--- config.mk ---
export PLATFORM = sky130hd
export DESIGN_NAME = slowdown_input_control
export DESIGN_NICKNAME = d
export VERILOG_FILES = /design/src/slowdown_pkg.sv /design/src/slowdown_input_control.sv /design/src/slowdown_latch.sv /design/src/slowdown_sync_filter.sv
export VERILOG_INCLUDE_DIRS = /design/src
export SDC_FILE = /design/constraint.sdc
export NUM_CORES = 1
export LEC_CHECK = 0
export ABC_AREA = 0
export BUFFER_PORTS_ARGS = -buffer_cell sky130_fd_sc_hd__buf_2
export CAP_MARGIN = 40
export CORE_MARGIN = 10
export CORE_UTILIZATION = 49
export DETAILED_ROUTE_END_ITERATION = 16
export GPL_TIMING_DRIVEN = 0
export PLACE_DENSITY = 0.75
export SLEW_MARGIN = 30
export SYNTH_ARGS = -nofsm -noshare
export SYNTH_HDL_FRONTEND = slang
export SYNTH_SLANG_ARGS = --single-unit
--- constraint.sdc ---
create_clock -name sys_clk -period 2.12 [get_ports sys_clk]
set_clock_uncertainty 0.2 [all_clocks]
set_input_delay 0.424 -clock sys_clk [delete_from_list [all_inputs] [get_ports sys_clk]]
set_output_delay 0.424 -clock sys_clk [all_outputs]
set_load 0.03 [all_outputs]
--- src/slowdown_defines.svh ---
`ifndef SLOWDOWN_DEFINES_SVH
`define SLOWDOWN_DEFINES_SVH

// Shortest pulse that the filter passes, in ns.
`define FILTER_REJECT_NS 150
// Clock period, in ns.
`define SYS_CLK_PERIOD_NS 5
// Cycles a level must hold before the filter passes it (rounded up).
`define FILTER_CYCLES \
    ((`FILTER_REJECT_NS + `SYS_CLK_PERIOD_NS - 1) / `SYS_CLK_PERIOD_NS)
`define FILTER_CNT_W 5
`define FILTER_CNT_MAX 5'h1e

// Encodings of the two response settings.
`define STOP_SELECT_FEED 1'b0
`define STOP_SELECT_STOP 1'b1

`endif

--- src/slowdown_pkg.sv ---
package slowdown_pkg;

    typedef enum logic [1:0]
    {
        MOVE_CONSTANT,
        MOVE_HIGH_SPEED
    } move_kind_t;

    typedef enum logic [1:0]
    {
        RESP_DECEL,
        RESP_LATCH_DECEL,
        RESP_DECEL_STOP,
        RESP_LATCH_DECEL_STOP
    } response_t;

endpackage

--- src/slowdown_input_control.sv ---
`timescale 1ns/10ps
`include "slowdown_defines.svh"

// Behaviour
// Enable off ignores the input; enable on applies the chosen response. The latch still sets while off, and latched slowdown persists.
// Stop-select and latch-enable pick one of four responses.
// Plain decelerate: ignore in constant moves, slow while active.
// Plain decelerate: active at start runs low, speeds up when clear.
// Latched decelerate: after activation stay at low start speed.
// Latched decelerate: active at start never reaches high speed.
// Non-latched stop: constant stops at once; high decelerates then stops.
// Stop modes: active at start completes with no motion.
// Stop by slowdown sets the stop error and raises the interrupt.
// Latched stop: never reaccelerates once slowdown began.
// Polarity 0 means active low, 1 means active high.
// Latch clears at a start when the input is inactive.
// Latch held clear while latching is disabled.
// Filter 0 rejects pulses under 150 ns; 1 bypasses it.
// Raw input and latch state are readable status bits.
// Input is synchronised before polarity, filtering and latching.
module slowdown_input_control
    import slowdown_pkg::*;
(
    input wire logic sys_clk,
    input wire logic rst,
    input wire logic slowdownInput,
    input wire logic slowdownEnable,
    input wire logic slowdownStopSelect,
    input wire logic slowdownLatchEnable,
    input wire logic slowdownPolarity,
    input wire logic inputFilterBypass,
    input wire logic startCmd,
    input wire logic startHighSpeed,
    input wire logic moving,
    input wire logic atLowStartSpeed,
    input wire logic errorClear,
    output logic decelRequest_q,
    output logic stopRequest_q,
    output logic startAbort_q,
    output logic slowdownStatus_q,
    output logic slowdownLatchStatus_q,
    output logic stopError_q,
    output logic interruptRequest_q
);
    logic syncLevel;
    logic filtLevel;
    logic active;
    logic latched;
    logic effective;
    logic noAccel_q;
    logic noAccel_d;
    logic decelRequest_d;
    logic stopRequest_d;
    logic stopEvent;
    logic startActive;
    response_t resp;
    move_kind_t kind_q;

    slowdown_sync_filter slowdown_sync_filter_i
    (
        .sys_clk(sys_clk),
        .rst(rst),
        .pinIn(slowdownInput),
        .filterBypass(inputFilterBypass),
        .syncOut(syncLevel),
        .filtOut(filtLevel)
    );

    // Polarity 1 is active high, 0 active low.
    assign active = slowdownPolarity ? filtLevel : ~filtLevel;

    slowdown_latch slowdown_latch_i
    (
        .sys_clk(sys_clk),
        .rst(rst),
        .active(active),
        .latchEnable(slowdownLatchEnable),
        .startCmd(startCmd),
        .latched(latched)
    );

    always_comb
    begin
        case ({slowdownStopSelect, slowdownLatchEnable})
            2'b00: resp = RESP_DECEL;
            2'b01: resp = RESP_LATCH_DECEL;
            2'b10: resp = RESP_DECEL_STOP;
            2'b11: resp = RESP_LATCH_DECEL_STOP;
            default: resp = RESP_DECEL;
        endcase
    end

    // Latched modes act on the latch so a brief pulse still counts.
    assign effective = slowdownEnable &&
        (slowdownLatchEnable ? (active || latched) : active);

    // A start with the input inactive clears the latch, so a start is
    // judged on the live input alone and an old latch cannot abort it.
    assign startActive = slowdownEnable && active;

    always_ff @(posedge sys_clk or posedge rst)
    begin
        if (rst)
        begin
            kind_q <= MOVE_CONSTANT;
        end
        else if (startCmd)
        begin
            kind_q <= startHighSpeed ? MOVE_HIGH_SPEED : MOVE_CONSTANT;
        end
    end

    // Once a latched mode has slowed the move, high speed stays barred.
    always_comb
    begin
        noAccel_d = noAccel_q;
        if (startCmd)
        begin
            noAccel_d = 1'b0;
        end
        else if (effective && slowdownLatchEnable && moving)
        begin
            noAccel_d = 1'b1;
        end
    end

    always_ff @(posedge sys_clk or posedge rst)
    begin
        if (rst)
        begin
            noAccel_q <= 1'b0;
        end
        else
        begin
            noAccel_q <= noAccel_d;
        end
    end

    always_comb
    begin
        decelRequest_d = 1'b0;
        stopRequest_d = 1'b0;
        if (moving && kind_q == MOVE_HIGH_SPEED)
        begin
            case (resp)
                RESP_DECEL:
                    decelRequest_d = effective;
                RESP_LATCH_DECEL:
                    decelRequest_d = effective || noAccel_q;
                RESP_DECEL_STOP:
                begin
                    decelRequest_d = effective;
                    stopRequest_d = effective && atLowStartSpeed;
                end
                RESP_LATCH_DECEL_STOP:
                begin
                    decelRequest_d = effective || noAccel_q;
                    stopRequest_d = (effective || noAccel_q) &&
                        atLowStartSpeed;
                end
                default:
                    decelRequest_d = 1'b0;
            endcase
        end
        else if (moving && slowdownStopSelect == `STOP_SELECT_STOP)
        begin
            stopRequest_d = effective;
        end
    end

    // A start with the input active holds speed low from the first cycle.
    always_ff @(posedge sys_clk or posedge rst)
    begin
        if (rst)
        begin
            decelRequest_q <= 1'b0;
            stopRequest_q <= 1'b0;
        end
        else
        begin
            decelRequest_q <= decelRequest_d ||
                (startCmd && startHighSpeed && startActive);
            stopRequest_q <= stopRequest_d;
        end
    end

    always_ff @(posedge sys_clk or posedge rst)
    begin
        if (rst)
        begin
            startAbort_q <= 1'b0;
        end
        else
        begin
            startAbort_q <= startCmd && startActive &&
                slowdownStopSelect == `STOP_SELECT_STOP;
        end
    end

    assign stopEvent = stopRequest_d ||
        (startCmd && startActive && slowdownStopSelect == `STOP_SELECT_STOP);

    // The error set wins over a clear in the same cycle.
    always_ff @(posedge sys_clk or posedge rst)
    begin
        if (rst)
        begin
            stopError_q <= 1'b0;
            interruptRequest_q <= 1'b0;
        end
        else if (stopEvent)
        begin
            stopError_q <= 1'b1;
            interruptRequest_q <= 1'b1;
        end
        else if (errorClear)
        begin
            stopError_q <= 1'b0;
            interruptRequest_q <= 1'b0;
        end
    end

    // Raw status reports the synchronised pin with polarity applied, before the filter.
    always_ff @(posedge sys_clk or posedge rst)
    begin
        if (rst)
        begin
            slowdownStatus_q <= 1'b0;
            slowdownLatchStatus_q <= 1'b0;
        end
        else
        begin
            slowdownStatus_q <= slowdownPolarity ? syncLevel : ~syncLevel;
            slowdownLatchStatus_q <= latched;
        end
    end

    AST_DISABLED_IGNORED: assert property (@(posedge sys_clk) disable iff (rst)
        !slowdownEnable |=> !startAbort_q && !stopRequest_q)
        else $error("slowdown acted while disabled");
    AST_PLAIN_DECEL: assert property (@(posedge sys_clk) disable iff (rst)
        (resp == RESP_DECEL && moving && kind_q == MOVE_HIGH_SPEED &&
        !startCmd) |=> decelRequest_q == $past(effective))
        else $error("plain decelerate did not follow input");
    AST_CONST_IGNORED: assert property (@(posedge sys_clk) disable iff (rst)
        (!slowdownStopSelect && kind_q == MOVE_CONSTANT && !startCmd)
        |=> !decelRequest_q && !stopRequest_q)
        else $error("constant move disturbed in decelerate mode");
    AST_START_LOW: assert property (@(posedge sys_clk) disable iff (rst)
        (startCmd && startHighSpeed && startActive) |=> decelRequest_q)
        else $error("active start did not run low");
    AST_LATCH_STAYS: assert property (@(posedge sys_clk) disable iff (rst)
        (noAccel_q && resp == RESP_LATCH_DECEL && moving &&
        kind_q == MOVE_HIGH_SPEED && !startCmd) |=> decelRequest_q)
        else $error("latched decelerate reaccelerated");
    AST_STOP_START: assert property (@(posedge sys_clk) disable iff (rst)
        (startCmd && startActive && slowdownStopSelect) |=>
        startAbort_q ##0 stopError_q)
        else $error("active start in stop mode not aborted");
    AST_ERROR_SET: assert property (@(posedge sys_clk) disable iff (rst)
        stopRequest_q |-> stopError_q && interruptRequest_q)
        else $error("stop without error flag");
    AST_CONST_STOP: assert property (@(posedge sys_clk) disable iff (rst)
        (moving && kind_q == MOVE_CONSTANT && slowdownStopSelect &&
        effective && !startCmd) |=> stopRequest_q)
        else $error("constant move not stopped");
    AST_POLARITY: assert property (@(posedge sys_clk) disable iff (rst)
        slowdownStatus_q == ($past(slowdownPolarity) ~^ $past(syncLevel)))
        else $error("raw status polarity wrong");
    AST_ABORT_CAUSE: assert property (@(posedge sys_clk) disable iff (rst)
        startAbort_q |-> $past(startCmd))
        else $error("abort without a start command");
    AST_ERROR_STICKY: assert property (@(posedge sys_clk) disable iff (rst)
        (stopError_q && !errorClear) |=> stopError_q)
        else $error("stop error dropped without a clear");
    AST_IRQ_FOLLOWS: assert property (@(posedge sys_clk) disable iff (rst)
        interruptRequest_q == stopError_q)
        else $error("interrupt request differs from stop error");
    AST_LATCH_STATUS: assert property (@(posedge sys_clk) disable iff (rst)
        slowdownLatchStatus_q == $past(latched))
        else $error("latch status does not follow the latch");
    AST_LSTOP_HOLD: assert property (@(posedge sys_clk) disable iff (rst)
        (noAccel_q && resp == RESP_LATCH_DECEL_STOP && moving &&
        kind_q == MOVE_HIGH_SPEED && !startCmd) |=> decelRequest_q)
        else $error("latched stop reaccelerated");
    AST_STOP_AT_LOW: assert property (@(posedge sys_clk) disable iff (rst)
        (resp == RESP_DECEL_STOP && moving && kind_q == MOVE_HIGH_SPEED &&
        effective && atLowStartSpeed) |=> stopRequest_q)
        else $error("high speed move not stopped at low speed");
    AST_REACCEL: assert property (@(posedge sys_clk) disable iff (rst)
        (resp == RESP_DECEL_STOP && moving && kind_q == MOVE_HIGH_SPEED &&
        !effective && !startCmd) |=> !decelRequest_q)
        else $error("stop mode did not reaccelerate");
    AST_FEED_NO_ABORT: assert property (@(posedge sys_clk) disable iff (rst)
        (startCmd && !slowdownStopSelect) |=> !startAbort_q)
        else $error("abort in a feeding response");
    AST_START_CLEARS: assert property (@(posedge sys_clk) disable iff (rst)
        startCmd |=> !noAccel_q)
        else $error("acceleration bar survived a start");
    AST_OFF_NO_DECEL: assert property (@(posedge sys_clk) disable iff (rst)
        (!slowdownEnable && !noAccel_q) |=> !decelRequest_q)
        else $error("slowdown decelerated while disabled");
    AST_STOP_MOVING: assert property (@(posedge sys_clk) disable iff (rst)
        !moving |=> !stopRequest_q)
        else $error("stop requested with no motion");
    AST_IDLE_NO_DECEL: assert property (@(posedge sys_clk) disable iff (rst)
        (!moving && !startCmd) |=> !decelRequest_q)
        else $error("decelerate requested with no motion");

    COV_ABORT: cover property (@(posedge sys_clk) startAbort_q);
    COV_DECEL: cover property (@(posedge sys_clk)
        decelRequest_q ##1 !decelRequest_q);
    COV_STOP: cover property (@(posedge sys_clk) stopRequest_q);
    COV_LATCH: cover property (@(posedge sys_clk) slowdownLatchStatus_q);
    COV_ERROR: cover property (@(posedge sys_clk)
        stopError_q ##1 !stopError_q);
endmodule

--- src/slowdown_latch.sv ---
`timescale 1ns/10ps
`include "slowdown_defines.svh"

module slowdown_latch
(
    input wire logic sys_clk,
    input wire logic rst,
    input wire logic active,
    input wire logic latchEnable,
    input wire logic startCmd,
    output logic latched
);
    logic latch_q;

    // A set on the start edge wins over the clear so an event is not lost.
    always_ff @(posedge sys_clk or posedge rst)
    begin
        if (rst)
        begin
            latch_q <= 1'b0;
        end
        else if (!latchEnable)
        begin
            latch_q <= 1'b0;
        end
        else if (active)
        begin
            latch_q <= 1'b1;
        end
        else if (startCmd)
        begin
            latch_q <= 1'b0;
        end
    end

    assign latched = latch_q;

    AST_LATCH_OFF: assert property (@(posedge sys_clk) disable iff (rst)
        !$past(latchEnable) |-> !latch_q)
        else $error("latch set while latching disabled");
    AST_LATCH_HOLD: assert property (@(posedge sys_clk) disable iff (rst)
        (latchEnable && active) ##1 latchEnable |-> latch_q)
        else $error("latch not set by an active input");
endmodule

--- src/slowdown_sync_filter.sv ---
`timescale 1ns/10ps
`include "slowdown_defines.svh"

module slowdown_sync_filter
(
    input wire logic sys_clk,
    input wire logic rst,
    input wire logic pinIn,
    input wire logic filterBypass,
    output logic syncOut,
    output logic filtOut
);
    logic meta_q;
    logic sync_q;
    logic filt_q;
    logic [`FILTER_CNT_W-1:0] cnt_q;

    // The first stage feeds only the second stage.
    always_ff @(posedge sys_clk or posedge rst)
    begin
        if (rst)
        begin
            meta_q <= 1'b0;
            sync_q <= 1'b0;
        end
        else
        begin
            meta_q <= pinIn;
            sync_q <= meta_q;
        end
    end

    // A new level must stay for the full reject time before it passes.
    always_ff @(posedge sys_clk or posedge rst)
    begin
        if (rst)
        begin
            cnt_q <= '0;
            filt_q <= 1'b0;
        end
        else if (sync_q == filt_q)
        begin
            cnt_q <= '0;
        end
        else if (cnt_q >= `FILTER_CNT_MAX - 5'h01)
        begin
            cnt_q <= '0;
            filt_q <= sync_q;
        end
        else
        begin
            cnt_q <= cnt_q + 5'h01;
        end
    end

    assign syncOut = sync_q;
    assign filtOut = filterBypass ? sync_q : filt_q;

    AST_FILTER_REJECTS: assert property (@(posedge sys_clk) disable iff (rst)
        (!filterBypass && $changed(filt_q)) |->
        $past(sync_q, 1) == sync_q)
        else $error("filter passed a level that did not hold");
endmodule
; ---- Yosys cells after proc, flatten, opt, wreduce, memory -nomap -nowiden
; Index checks and enable logic that the tools add are counted.
[word_totals]
regBits = 18
inputBits = 13
output_inout_bits = 7
[op_classes]
add_sub_neg = 1
n_lt_le_gt_ge = 1
n_eq_ne = 9
mux = 20
n_bitwise = 3
n_reduce_logical = 23
[ops]
columns = operator, count
row1 = 2-to-1 mux 1 bit, 15
row2 = logical AND 1 bit, 12
row3 = 2-to-1 mux 5 bit, 2
row4 = "equality test 2 bit, second input constant", 4
row5 = case mux 2 bit (4 select lines), 1
row6 = "equality test 2 x 1 -> 1 bit, second input constant", 3
row7 = "adder 5 x 1 -> 5 bit, second input constant", 1
row8 = "greater-or-equal comparator 5 bit, second input constant", 1
row9 = logical NOT 2 bit, 2
row10 = logical OR 1 bit, 4
row11 = case mux 1 bit (2 select lines), 2
row12 = nonzero test 2 bit, 2
row13 = OR reduction 2 bit, 2
row14 = "!= test 3 x 1 -> 1 bit, second input constant", 1
row15 = inverter 1 bit, 3
row16 = AND reduction 2 bit, 1
row17 = equality test 1 bit, 1

; ---- Logic depth before layout (Yosys ltp)
[logic_depth]
word_depth = 12
depth_mapped = 6

; ---- Hierarchy
; From an unflattened synthesis, not the netlist that was laid out.
[hier_totals]
hier_cells = 66
area_unflattened_um2 = 750.7
[by_module_without_submodules]
columns = module, instances, cells_each, area_per_inst_um2, seq_area_each_um2
row1 = slowdown_input_control, 1, 34, 359.1, 200.2
row2 = slowdown_sync_filter, 1, 28, 341.6, 200.2
row3 = slowdown_latch, 1, 4, 50.0, 25.0

; ---- Worst setup path before layout
; Ideal clock, no wire load.
[synth_path]
kind = register to register
startpoint = register slowdown_sync_filter_i.cnt_q[0]
endpoint = register slowdown_sync_filter_i.filt_q
setup_ps = 128
arrival_ps = 1355
required_ps = 1792
path_slack_ps = 437
stages_incl_launch_ff = 5
period_less_slack_ps = 1683
cell_sequence = dfrtp_1 -> ha_1 -> or3_1 -> nand4_1 -> mux2_1
[synth_between]
elab_chain_len = 2
[synth_rtl]
columns = element, line_no
row1 = "start, declared", slowdown_sync_filter.sv:16  ; logic [`FILTER_CNT_W-1:0] cnt_q;
row2 = "start signal, assigned", slowdown_sync_filter.sv:52  ; cnt_q <= cnt_q + 5'h01;
row3 = greater-or-equal comparator 5 bit, slowdown_sync_filter.sv:45  ; else if (cnt_q >= `FILTER_CNT_MAX - 5'h01)
row4 = AND reduction 2 bit (no source line), --
row5 = "end signal, assigned", slowdown_sync_filter.sv:48  ; filt_q <= sync_q;
row6 = "end, declared", slowdown_sync_filter.sv:15  ; logic filt_q;
; Every way passes these cells.
; A chain may end at the register's enable or synchronous reset.

; ---- Worst setup path in the final report
; Ends and elaborated chain as after synthesis.

==> impl_metrics.yaml <==
timing:
  timing.fmax_mhz: 569
  max_slew_margin_pct: 59.6
  holdWs_ns: -0.0107
  finalSetupTns_ns: 0
  grt_setup_unrepaired: "no"
  fin_ws_ns: 0.363
  hold_viol: 17
  maxSlewViolCount: 0
  period_minus_slack_ns: 1.76
  post-route-period-util_pct: 82.9
  setup_viol: 0
  worstMarginPinSlew_ns: 0.605
placement:
  dp.cells: 100
  place_ws_ns: 0.336
  hpwl_mm: 1.14
  gp_congestion: 0.745
  io_buffers: 19
synthesis:
  yosysMostFrequentCell: "dfrtp_1"
  synth_area_leaders: "dfrtp_1, nor2_1, xor2_1"
  ys_ff_latch: 17
  synth_edf_count: 0
  ys.flop_type: "dfrtp_1"
  ys_warn_count: 0
  synthDistinctLibCells: 28
  async_reset_ff_share_pct: 100
  synth_top_cell_area_share_pct: 55.5
  synth.avg_cell_area_um2: 11.8
  seq_area_frac_synth_pct: 55.5
  synth_area_um2: 767
  synthTopCellsByCount: "dfrtp_1, nor2_1, inv_1, nand3_1, xor2_1"
  synth_fp_nets: 80
  synth_cells: 65
  synth_top_area_cell: "dfrtp_1"
floorplan:
  core_area_um2: 1490
  start_util_pct: 51.5
  dieArea_um2: 3550
  io_pins: 20
  rows: 14
  dieWidth_um: 59.6
  fp.dieH_um: 59.6
power_and_ir_drop:
  power.density_nw_per_um2: 705
  report.power.total_w: 0.000640
  p_leak_nw: 0.453
  ir_worst_vdd_uv: 440
job:
  max_cap_viol_count: 0
worst_setup_path:
  ff2ff_path_depth: 4
  path_cells: "ha_1 > or3_1 > nand4_1 > mux2_1"
  cp-startpoint: "slowdown_sync_filter_i.cnt_q[0]"
  timing.rr.start: "slowdown_sync_filter_i.cnt_q[0]"
  cp-start-kind: "flop"
  cp_slowest_stage_delay_ns: 0.43
  crit_required_ns: 2.10
  worstReg2RegEnd: "slowdown_sync_filter_i.filt_q"
  worstPathArrival_ns: 1.73
  critPathMaxFanout: 5
  critPathKind: "reg2reg"
  slowest_stage: "dfrtp_1"
  reg2reg_slack_ns: 0.36
  critPathCaptureType: "flop"
  endpoint: "slowdown_sync_filter_i.filt_q"
detailed_routing:
  drtAntennaViolNets: 0
  first_pass_iters: 3
  vias_per_cell: 5.13
  totalWireLength_mm: 1.46
  dr_total_vias: 533
  routedWlPerCell_um: 14.0
  drc: 0
  drtIter0Drc: 8
clock_tree:
  cts_tree: "built"
  clk_pin_slew_worst_paths_ns: 0.10
  root_buffer: "clkbuf_4"
  clk-insertion-delay-late_ns: 0.28
  cts_resized: 0
  cts_num_sinks: 17
  numCtsBuffers: 3
  cts_max_level: 1
  postCtsSetupBuffers: 0
  cts_hold_buf: 0
  clockBufferDepth: 2
grt:
  antenna_found_initial: 0
  grtUsageTotal_pct: 8.13
  globalRouteMet2Util_pct: 11.7
  met1_usage_pct: 9.40
  grt_pass1_vias: 528
  grt_first_pass_wirelength_mm: 2.19
  grt_max_degree: 18
  met3_usage_pct: 3.86
  grt_overflow_total: 0
  top_usage_layer: "met2"
min_path:
  worst_hold_path_type: "in2async"
final_layout:
  instances_no_fill: 104
  layout.nets: 104
  area_growth_pct: 18.4
  n_antenna_cell: 0
  drive_gt1_share_pct: 31.8
run_status:
  outcome: "complete, but fails checks"
  violations: "hold timing"
-- where the power goes --
group / leakage (nW) / switching [W] / total, W / internal, W
Sequential: 0.221 / 0.0000149 / 0.000359 / 0.000344
Clock: 0.0150 / 0.0000999 / 0.000173 / 0.0000730
Combinational: 0.217 / 0.0000664 / 0.000109 / 0.0000422
-- cell usage in the layout (no fill, tap or decap), types with 2 or more instances in the layout --
cell type / n
ha_1: 2
nor2b_1: 2
dfrtp_1: 17
inv_1: 5
buf_2: 19
nand3_1: 4
xnor2_1: 2
clkbuf_4: 3
nor2_1: 8
a21oi_1: 2
xor2_1: 3
nand4_1: 2
-- layout make-up --
| type | instances | area (um^2) |
|---|---|---|
| clock buffer | 4 | 26.3 |
| multi-input combinational | 42 | 315 |
| fill | 123 | 581 |
| tap | 16 | 20.0 |
| timing repair buffer | 19 | 95.1 |
| sequential | 17 | 425 |
| buffer | 1 | 7.51 |
| inverter | 5 | 18.8 |
-- per-layer routing --
| layer | share of wire [%] | wire (um) | vias up |
|---|---|---|---|
| met4 | 0.55 | 8 | 0 |
| li1 | - | - | 271 |
| met5 | 0 | 0 | - |
| met3 | 10 | 149 | 2 |
| met1 | 44 | 637 | 248 |
| met2 | 45 | 662 | 12 |
-- cell families (layout without fill, tap and decap cells) --
kind of cell,after synthesis,count (layout),share of synthesized area (%)
AOI/OAI and AO/OA,10,10,10.9
xor gates and xnor gates,6,6,7.83
adders and majority gates,2,2,3.26
buffers and inverters,6,29,3.43
DFF,17,17,55.5
muxes,4,4,6.04
and+or+nand+nor,20,20,13.1
-- worst max-delay path: cells and delay by family, from the launching register on --
| family | cells | cell delay (ns) |
|---|---|---|
| adder cells (fa/ha/maj) | 1 | 0.20 |
| multiplexers | 1 | 0.33 |
| flip-flops | 1 | 0.43 |
| AND/OR/NAND/NOR | 2 | 0.49 |
-- flip-flops by register name, summed over array words and instances, names as in the netlist --
signal,flops
slowdown_sync_filter_i.filt_q,1
stopRequest_q,1
slowdown_sync_filter_i.syncOut,1
interruptRequest_q,1
slowdown_sync_filter_i.cnt_q,5
noAccel_q,1
slowdown_latch_i.latched,1
startAbort_q,1
kind_q,1
slowdown_sync_filter_i.meta_q,1
slowdownLatchStatus_q,1
slowdownStatus_q,1
decelRequest_q,1
-- worst min-delay path by stage --
stage	endpoint	slack [ns]	depth (start not counted)
CTS	stopRequest_q	0.01	2
floorplan	slowdown_sync_filter_i.syncOut	0.13	0
global route	slowdown_sync_filter_i.meta_q	0.03	1
detailed placement	slowdown_sync_filter_i.syncOut	0.14	0
finish	interruptRequest_q	-0.01	2
global placement	slowdown_sync_filter_i.syncOut	0.13	0
-- per-stage QoR --
| step | util (%) | hold WS [ns] | area [um^2] |
|---|---|---|---|
| floorplan | - | 0.131 | 767 |
| global placement | 59.2 | 0.132 | 882 |
| detailed placement | 59.2 | 0.136 | 882 |
| CTS | 61.0 | 0.0130 | 908 |
| global route | 61.0 | 0.0267 | 908 |
| finish | 61.0 | -0.0107 | 908 |
No activity file was read; power rests on OpenSTA's default activity.
